File: config.mk
export PLATFORM = sky130hd
export DESIGN_NAME = rcw_top
export DESIGN_NICKNAME = d
export VERILOG_FILES = /design/src/rcw_dummy_unused_check.sv /design/src/rcw_pkg.sv /design/src/rcw_top.sv
export SDC_FILE = /design/constraint.sdc
export NUM_CORES = 1
export LEC_CHECK = 0
export BUFFER_PORTS_ARGS = -buffer_cell sky130_fd_sc_hd__buf_2
export CAP_MARGIN = 30
export CORE_ASPECT_RATIO = 2
export CORE_MARGIN = 3
export CORE_UTILIZATION = 54
export DETAILED_ROUTE_END_ITERATION = 10
export PLACE_DENSITY = 0.8
export SYNTH_ARGS = -nofsm -noshare
export SYNTH_HDL_FRONTEND = slang
export SYNTH_SLANG_ARGS = --single-unit
File: constraint.sdc
create_clock -name hclk -period 6.2 [get_ports hclk]
set_clock_uncertainty 0.1 [all_clocks]
set_input_delay 1.24 -clock hclk [delete_from_list [all_inputs] [get_ports hclk]]
set_output_delay 1.24 -clock hclk [all_outputs]
set_load 0.03 [all_outputs]
File: src/rcw_dummy_unused_check.sv
`timescale 1ns/1ps

File: src/rcw_pkg.sv
package rcw_pkg;

	////////////////////////////////////////////////////////////////////////
	// Register indices; byte address is four times the index
	localparam logic [29:0] RCW_IDX_CFG    = 30'h0000000A;
	localparam logic [29:0] RCW_IDX_STORED = 30'h0000000F;
	localparam logic [29:0] RCW_IDX_MAXLIM = 30'h00000010;
	localparam logic [29:0] RCW_IDX_STATUS = 30'h00000027;
	localparam logic [29:0] RCW_IDX_VOLREF = 30'h00000031;

	////////////////////////////////////////////////////////////////////////
	// Configuration word bit positions
	localparam int RCW_B_PERIODIC = 1;
	localparam int RCW_B_OFFSET   = 2;
	localparam int RCW_B_JUMPER   = 4;
	localparam int RCW_B_APO_INV  = 5;
	localparam int RCW_B_FORCE3   = 6;
	localparam int RCW_B_RAMREF   = 7;
	localparam int RCW_B_KNOB0    = 8;
	localparam int RCW_B_EXTIN    = 12;
	localparam int RCW_B_DAC      = 13;
	localparam int RCW_B_60HZ     = 14;

	////////////////////////////////////////////////////////////////////////
	// Reset values
	localparam logic [15:0] RCW_CFG_RST    = 16'h1F34;
	localparam logic [15:0] RCW_STORED_RST = 16'h4000;
	localparam logic [15:0] RCW_MAXLIM_RST = 16'h48F5;

	typedef enum logic [1:0] {
		RCW_SRC_ANA,
		RCW_SRC_ANA_SAT,
		RCW_SRC_STORED,
		RCW_SRC_VOLATILE
	} rcw_src_t;

	typedef struct packed {
		logic        three_phase_sensed;
		logic        jumper_60hz;
		logic        analog_connected;
		logic        analog_at_limit;
		logic [15:0] analog_level;
	} rcw_pins_t;

	typedef struct packed {
		logic periodic_ref_en;
		logic offset_comp_en;
		logic jumper_read_en;
		logic aux_protection_output_inv;
		logic three_phase;
		logic output_level_knob_en;
		logic loop_gain_knob_en;
		logic underfrequency_knob_en;
		logic overexcitation_knob_en;
		logic ext_input_en;
		logic ext_dac_en;
		logic sel_60hz;
		logic saturation_en;
	} rcw_ctrl_t;

	typedef struct packed {
		rcw_pins_t   pin_meta;
		rcw_pins_t   pin_sync;
		logic [15:0] cfg;
		logic [15:0] stored_ref;
		logic [15:0] max_lim;
		logic [15:0] vol_ref;
		logic [15:0] setpoint;
		logic        act;
		logic        wr;
		logic [29:0] idx;
		logic [31:0] rdata;
	} rcw_state_t;

endpackage

File: src/rcw_top.sv
`timescale 1ns/1ps

// Functional notes
// - Each used config bit turns its function on at one, off at zero, except bits 7 and 14, which pick the reference source and the line frequency.
// - The config word comes out of reset holding 7988.
// - Bit 2 enables offset compensation, only under single phase.
// - Bit 14 picks 60 Hz when jumper reading is off, else the jumper pin picks it.
// - Bit 12 enables the analog input, bits 8 to 11 the four knobs.
// - Analog input with bit 7 set clamps the setpoint at the limit.
// - Saturated analog mode with a lost link forces the max limit.
// - Analog off and bit 7 clear takes the stored reference.
// - In stored mode the volatile ref tracks stored, writes ignored.
// - Analog off and bit 7 set takes the volatile reference.
// - Bit 6 clear auto-detects phases, bit 6 set forces three phase.
// - Status bit 6 reads one whenever three phase is sensed.
module rcw_top
	import rcw_pkg::*;
(
	input  wire logic              hclk,
	input  wire logic              hresetn,
	input  wire logic              hsel,
	input  wire logic [31:0]       haddr,
	input  wire logic [1:0]        htrans,
	input  wire logic              hwrite,
	input  wire logic [2:0]        hsize,
	input  wire logic [31:0]       hwdata,
	input  wire logic              hready,
	output logic                   hreadyout,
	output logic                   hresp,
	output logic [31:0]            hrdata,
	input  wire rcw_pkg::rcw_pins_t pins,
	output rcw_pkg::rcw_ctrl_t     ctrl,
	output rcw_pkg::rcw_src_t      vref_source,
	output logic [15:0]            vref_setpoint,
	output logic [15:0]            active_config
);
	import rcw_pkg::*;

	rcw_state_t s_q;
	rcw_state_t s_d;
	rcw_ctrl_t  c;
	rcw_src_t   src;
	logic [15:0] status;
	logic [15:0] sp;
	logic [15:0] lvl;

	////////////////////////////////////////////////////////////////////////
	// Function enables from the stored word
	always_comb begin
		c = '0;
		c.periodic_ref_en = s_q.cfg[RCW_B_PERIODIC];
		c.three_phase = s_q.cfg[RCW_B_FORCE3] |
			s_q.pin_sync.three_phase_sensed;
		c.offset_comp_en = s_q.cfg[RCW_B_OFFSET] & ~c.three_phase;
		c.jumper_read_en = s_q.cfg[RCW_B_JUMPER];
		c.aux_protection_output_inv = s_q.cfg[RCW_B_APO_INV];
		c.output_level_knob_en = s_q.cfg[RCW_B_KNOB0];
		c.loop_gain_knob_en = s_q.cfg[RCW_B_KNOB0 + 1];
		c.underfrequency_knob_en = s_q.cfg[RCW_B_KNOB0 + 2];
		c.overexcitation_knob_en = s_q.cfg[RCW_B_KNOB0 + 3];
		c.ext_input_en = s_q.cfg[RCW_B_EXTIN];
		c.ext_dac_en = s_q.cfg[RCW_B_DAC];
		c.sel_60hz = c.jumper_read_en ? s_q.pin_sync.jumper_60hz :
			s_q.cfg[RCW_B_60HZ];
		c.saturation_en = s_q.cfg[RCW_B_EXTIN] & s_q.cfg[RCW_B_RAMREF];
	end

	////////////////////////////////////////////////////////////////////////
	// Reference source decode
	always_comb begin
		case ({s_q.cfg[RCW_B_EXTIN], s_q.cfg[RCW_B_RAMREF]})
			2'b10: src = RCW_SRC_ANA;
			2'b11: src = RCW_SRC_ANA_SAT;
			2'b00: src = RCW_SRC_STORED;
			2'b01: src = RCW_SRC_VOLATILE;
			default: src = RCW_SRC_STORED;
		endcase
	end

	////////////////////////////////////////////////////////////////////////
	// Active configuration view
	always_comb begin
		status = s_q.cfg;
		status[RCW_B_OFFSET] = c.offset_comp_en;
		status[RCW_B_FORCE3] = c.three_phase;
		status[RCW_B_60HZ] = c.sel_60hz;
	end

	////////////////////////////////////////////////////////////////////////
	// Next state
	always_comb begin
		s_d = s_q;
		s_d.pin_meta = pins;
		s_d.pin_sync = s_q.pin_meta;
		// Data phase of a write
		if (s_q.act && s_q.wr) begin
			case (s_q.idx)
				RCW_IDX_CFG:
					s_d.cfg = hwdata[15:0];
				RCW_IDX_STORED:
					s_d.stored_ref = hwdata[15:0];
				RCW_IDX_MAXLIM:
					s_d.max_lim = hwdata[15:0];
				RCW_IDX_VOLREF: begin
					if (src != RCW_SRC_STORED) begin
						s_d.vol_ref = hwdata[15:0];
					end
				end
				default: begin
				end
			endcase
		end
		// Volatile ref follows the stored one in stored mode
		if (src == RCW_SRC_STORED) begin
			s_d.vol_ref = s_d.stored_ref;
		end
		// Address phase
		s_d.act = hsel && htrans[1] && hready;
		if (hsel && htrans[1] && hready) begin
			s_d.wr = hwrite;
			s_d.idx = haddr[31:2];
		end
		// Read data sees a write landing this cycle, except status, which uses the current config
		s_d.rdata = '0;
		if (hsel && htrans[1] && hready && !hwrite) begin
			case (haddr[31:2])
				RCW_IDX_CFG:    s_d.rdata = {16'h0000, s_d.cfg};
				RCW_IDX_STORED: s_d.rdata = {16'h0000, s_d.stored_ref};
				RCW_IDX_MAXLIM: s_d.rdata = {16'h0000, s_d.max_lim};
				RCW_IDX_STATUS: s_d.rdata = {16'h0000, status};
				RCW_IDX_VOLREF: s_d.rdata = {16'h0000, s_d.vol_ref};
				default:        s_d.rdata = '0;
			endcase
		end
		// Setpoint from the next-state reference and limit, with source and pin levels from the current state, kept in this one process
		lvl = s_q.pin_sync.analog_level;
		sp = s_d.stored_ref;
		case (src)
			RCW_SRC_ANA: begin
				sp = lvl;
			end
			RCW_SRC_ANA_SAT: begin
				if (!s_q.pin_sync.analog_connected) begin
					sp = s_d.max_lim;
				end else if (s_q.pin_sync.analog_at_limit ||
					lvl > s_d.max_lim) begin
					sp = s_d.max_lim;
				end else begin
					sp = lvl;
				end
			end
			RCW_SRC_STORED: begin
				sp = s_d.stored_ref;
			end
			RCW_SRC_VOLATILE: begin
				sp = s_d.vol_ref;
			end
			default: begin
				sp = s_d.stored_ref;
			end
		endcase
		s_d.setpoint = sp;
	end

	////////////////////////////////////////////////////////////////////////
	// State register
	always_ff @(posedge hclk or negedge hresetn) begin
		if (!hresetn) begin
			s_q <= '0;
			s_q.cfg <= RCW_CFG_RST;
			s_q.stored_ref <= RCW_STORED_RST;
			s_q.max_lim <= RCW_MAXLIM_RST;
			s_q.vol_ref <= RCW_STORED_RST;
			s_q.setpoint <= RCW_STORED_RST;
		end else begin
			s_q <= s_d;
		end
	end

	////////////////////////////////////////////////////////////////////////
	// Outputs
	assign hreadyout = 1'b1;
	assign hresp = 1'b0;
	assign hrdata = s_q.rdata;
	assign ctrl = c;
	assign vref_source = src;
	assign vref_setpoint = s_q.setpoint;
	assign active_config = status;
endmodule

==> flow_results.org <==
** Worst hold path
- Count of cells along the worst hold path :: 0
- Type of the tightest min-delay check :: flip-flop to flip-flop

** GRT
- The initial antenna violation count came to 1.
- Most congested layer reported by global routing :: met2
- Met2 usage :: 0.429
- Met1 Resource Use GR :: 0.262
- Vias in the first global route :: just under 6000
- Summed over all layers, the global routing overflow is 0.
- Across every metal layer, demand over resource in global routing totals 0.242.
- In the global route stage, met3 resource usage came out at 0.0452.
- Maximum number of pins on one net before global-route repair :: ~110
- Global-route wire length before repair :: 30.0 mm

** Floorplan
- After floorplanning, the core was sized to cover approximately 14000 µm².
- Die Y-Extent :: roughly 180 µm
- Initial core utilization :: 0.557
- The die covers 16100 µm².
- Row Count :: 61
- I/O pin total :: 175
- Horiz. Die Dim :: 91.1 µm

** Worst setup path
- The critical path is of the flip-flop to flip-flop type.
- Required time reported for the critical path endpoint :: ~6400 ps
- Critical Path End Type :: flip-flop
- Dominant delay contributor by cell family on the critical path :: simple AND/OR/NAND/NOR gates
- CP peak stage delay :: 860 ps
- Together, buffers and inverters on the worst path number 1.
- For the worst setup path, the data arrival time is 5390 ps.
- Crit-path slowest cell :: or3_1
- The critical path crosses 14 cells after its start point.
- Number of cells traversed by the worst register-to-register path :: 14
- Cells along the critical path :: nor4b_2 > nand3_2 > or3_1 > mux2_2 > inv_1 > ha_1 > nand2_1 > or4_1 > nor3_1 > nor4b_1 > a21oi_1 > o211ai_4 > and2_4 > a311o_1
- The worst setup path is launched from a flip-flop.
- Maximum net fanout on the critical path :: 19

** Place
- The count of buffers added on input and output ports is around 130.
- Placement Setup Slack :: around 1100 ps
- Placer's final routability congestion estimate :: 0.939
- Summed over all nets, the half-perimeter wirelength after detailed placement is roughly 13 mm.

** Clock tree
- Buffers inserted to repair hold after CTS numbered 0.
- Root buffer cell :: clkbuf_16
- Clock-pin slew was measured on the worst setup and hold paths at roughly 60 ps.
- CTS saw approximately 170 sinks.
- After clock tree synthesis, the setup repair step added 0 buffers.
- In this run the deepest clock path goes through 2 buffers.
- At the later pin of the worst-skew pair, clock insertion delay measures between 400 and 500 ps.
- CTS Buf Count :: 17
- Resized Gates After CTS :: 0
- TritonCTS built the clock tree.
- The H-tree generated during clock tree synthesis spans 4 levels.

** Final layout
- Commonest cells after routing, fill and taps aside :: dfrtp_1, buf_2, mux2_2
- The layout has approximately 1200 filler cells.
- Of the cells placed in the final design, the portion with a size suffix greater than 1 is 0.388.
- Area grow syn2layout :: 13.2%
- Leaving out fill and tap cells, the most frequent cell in the layout is dfrtp_1.
- Number of nets in the layout :: about 850

** STA
- Final hold vios :: 0
- Unrepaired setup endpoints after global routing :: false
- Setup violations remaining at the end of the flow were counted as 0.
- Of the available clock period, the critical path in the final layout requires 0.830.
- Actual slew at the worst max-slew pin :: around 1000 ps
- Final setup TNS :: 0 ps
- Setup slack of the critical path after layout :: 1050 ps
- Max Fclk :: between 0.15 and 0.2 GHz
- After layout, the minimum clock period comes to 5150 ps.
- Headroom to the max-slew limit came out at 0.306.
- The final count of pins violating max slew is 0.

** Status
- The flow ran to the end, and the final reports show no timing, DRC or antenna violations.

** Power and ir drop
- Worst-case vdd ir drop :: between 0.2 and 0.25 mV
- Power density of the placed cells :: ~290 nW/µm²
- Pleak :: just over 4 nW

** Detailed routing
- Via Count :: approximately 5600
- After detailed routing, the number of vias per cell comes to 5.91.
- DRC violations left :: 0
- Average detailed-routed wire length per instance :: 20.3 µm
- For this block, the routed nets add up to between 15 and 20 mm of wire.
- Before antenna repair, the detailed router went through 5 iterations.
- Final antenna-violating net count :: 0
- After the first detailed-routing iteration, the DRC count stood at about 490.

** Synth
- Post-synth ARST share :: 1.00
- Number of distinct library cells after synthesis :: 63
- Of the total synthesized cell area, the portion taken by AND, OR, NAND and NOR gates is 0.109.
- After synthesis, the largest family of logic cells by area is multiplexers.
- The Yosys step of the flow raised 0 warnings.
- Post-Synth XOR/XNOR Area :: 0.00224
- In this run the cell area of the synthesized design comes to 7820 µm².
- In this run the mean area of a mapped cell was ~12 µm².
- Post-synth top flop :: dfrtp_1
- Of the post-synthesis cell area, the part taken by muxes is 0.116.
- Synthesized instance count :: ~660
- Proportion of synthesized chip area in sequential cells :: 0.541
- Share of synthesized cell area in full adder, half adder and majority cells :: 0.0224
- Number of register bits inferred by synthesis :: between 150 and 200
- Complex-gate fraction of the synthesized area :: 0.109
- Number of enable-type register cells in the synthesized netlist :: 0

** Job
- Count of max-cap constraint violations :: 0
==> worst reg2reg max path: cells and delay by family, from the launching register on <==
kind	cells	cell delay [ps]
AO/OA/AOI/OAI	3	650
AND/OR/NAND/NOR	8	3130
adder cells (fa/ha/maj)	1	310
multiplexers	1	410
flip-flops	1	390
buffers and inverters	1	90
==> cell type report <==
type                    instances  area [µm²]  area share
clock buffers                  18         429      0.0485
repair buffers                146         767      0.0866
flip-flops and latches        168        4230       0.477
clock inverters                14         198      0.0223
multi-input cells             385        2910       0.329
well taps                     189         236      0.0267
inverters                      22        82.6     0.00933
diodes                          1        2.50    0.000283
==> state kept, by name (all words and copies together) (netlist names) <==
register	count
vref_setpoint	16
s_q	87
hrdata	16
s_d	20
lvl	16
active_config	13
==> report_power, final <==
group	internal [mW]	switching, mW
Clock	0.679	0.433
Sequential	1.17	0.0448
Combinational	0.0869	0.122
Total	1.93	0.600
==> cell families (layout without fill, tap and decap cells) <==
logic type	count (synthesis)	after routing
adders and majority gates	14	14
DFF	168	168
buffers and inverters	125	200
and+or+nand+nor	159	159
other	2	19
xor gates and xnor gates	2	2
AOI/OAI and AO/OA	111	111
muxes	81	81
==> per-layer routing <==
| layer | vias to the layer above | wire (µm) |
|---|---|---|
| met3 | 82 | 1280 |
| li1 | 2454 | - |
| met2 | 328 | 10200 |
| met1 | 2707 | 6570 |
| met5 | - | 0 |
| met4 | 0 | 1010 |
==> final timing paths <==
kind	from	to	slack, ps
worst max-delay path	s_q[56]$_DFFE_PN0P_	vref_setpoint[6]$_DFF_PN0_	1050
worst min-delay path	s_d[156]$_DFF_PN0_	lvl[12]$_DFF_PN0_	250
worst max register to register	s_q[56]$_DFFE_PN0P_	vref_setpoint[6]$_DFF_PN0_	1050
worst min register to register	s_d[156]$_DFF_PN0_	lvl[12]$_DFF_PN0_	250
max in group asynchronous	hresetn	vref_setpoint[15]$_DFF_PN0_	3840
min in group asynchronous	hresetn	s_q[44]$_DFFE_PN0P_	820
==> Yosys cell counts (3+ instances only) <==
cell / n / area, µm²
ha_1: 14 / 175
nand2_1: 36 / 135
o21ai_0: 3 / 15.0
a211oi_1: 16 / 120
mux2i_1: 3 / 30.0
a221oi_1: 15 / 131
dfrtp_1: 149 / 3730
nor3_1: 20 / 100
a311o_1: 15 / 150
nand2b_1: 5 / 31.3
nor2b_1: 11 / 68.8
nand4_1: 4 / 25.0
nand3_1: 6 / 30.0
o22ai_1: 14 / 87.6
a31oi_1: 8 / 50.1
a32o_1: 6 / 60.1
mux2_2: 77 / 867
buf_4: 75 / 563
buf_2: 3 / 15.0
nor2_1: 46 / 173
buf_6: 3 / 33.8
clkbuf_1: 21 / 78.8
inv_1: 20 / 75.1
dfstp_2: 19 / 499
a21oi_1: 17 / 85.1
nor4_1: 13 / 81.3
==> per-stage QoR <==
stage | utilization | std cells | power [mW] | area [µm²] | hold slack [ps]
4_1_cts | 0.630 | 942 | 2.55 | 8850 | 249
3_3_place_gp | 0.586 | 910 | 1.42 | 8230 | 236
2_1_floorplan | - | 678 | 1.36 | 7880 | 231
6_report | 0.631 | 943 | 2.53 | 8850 | 248
3_5_place_dp | 0.586 | 910 | 1.44 | 8230 | 235
5_1_grt | 0.631 | 943 | 2.62 | 8850 | 254
Note: power is estimated with default switching activity, not from simulation.
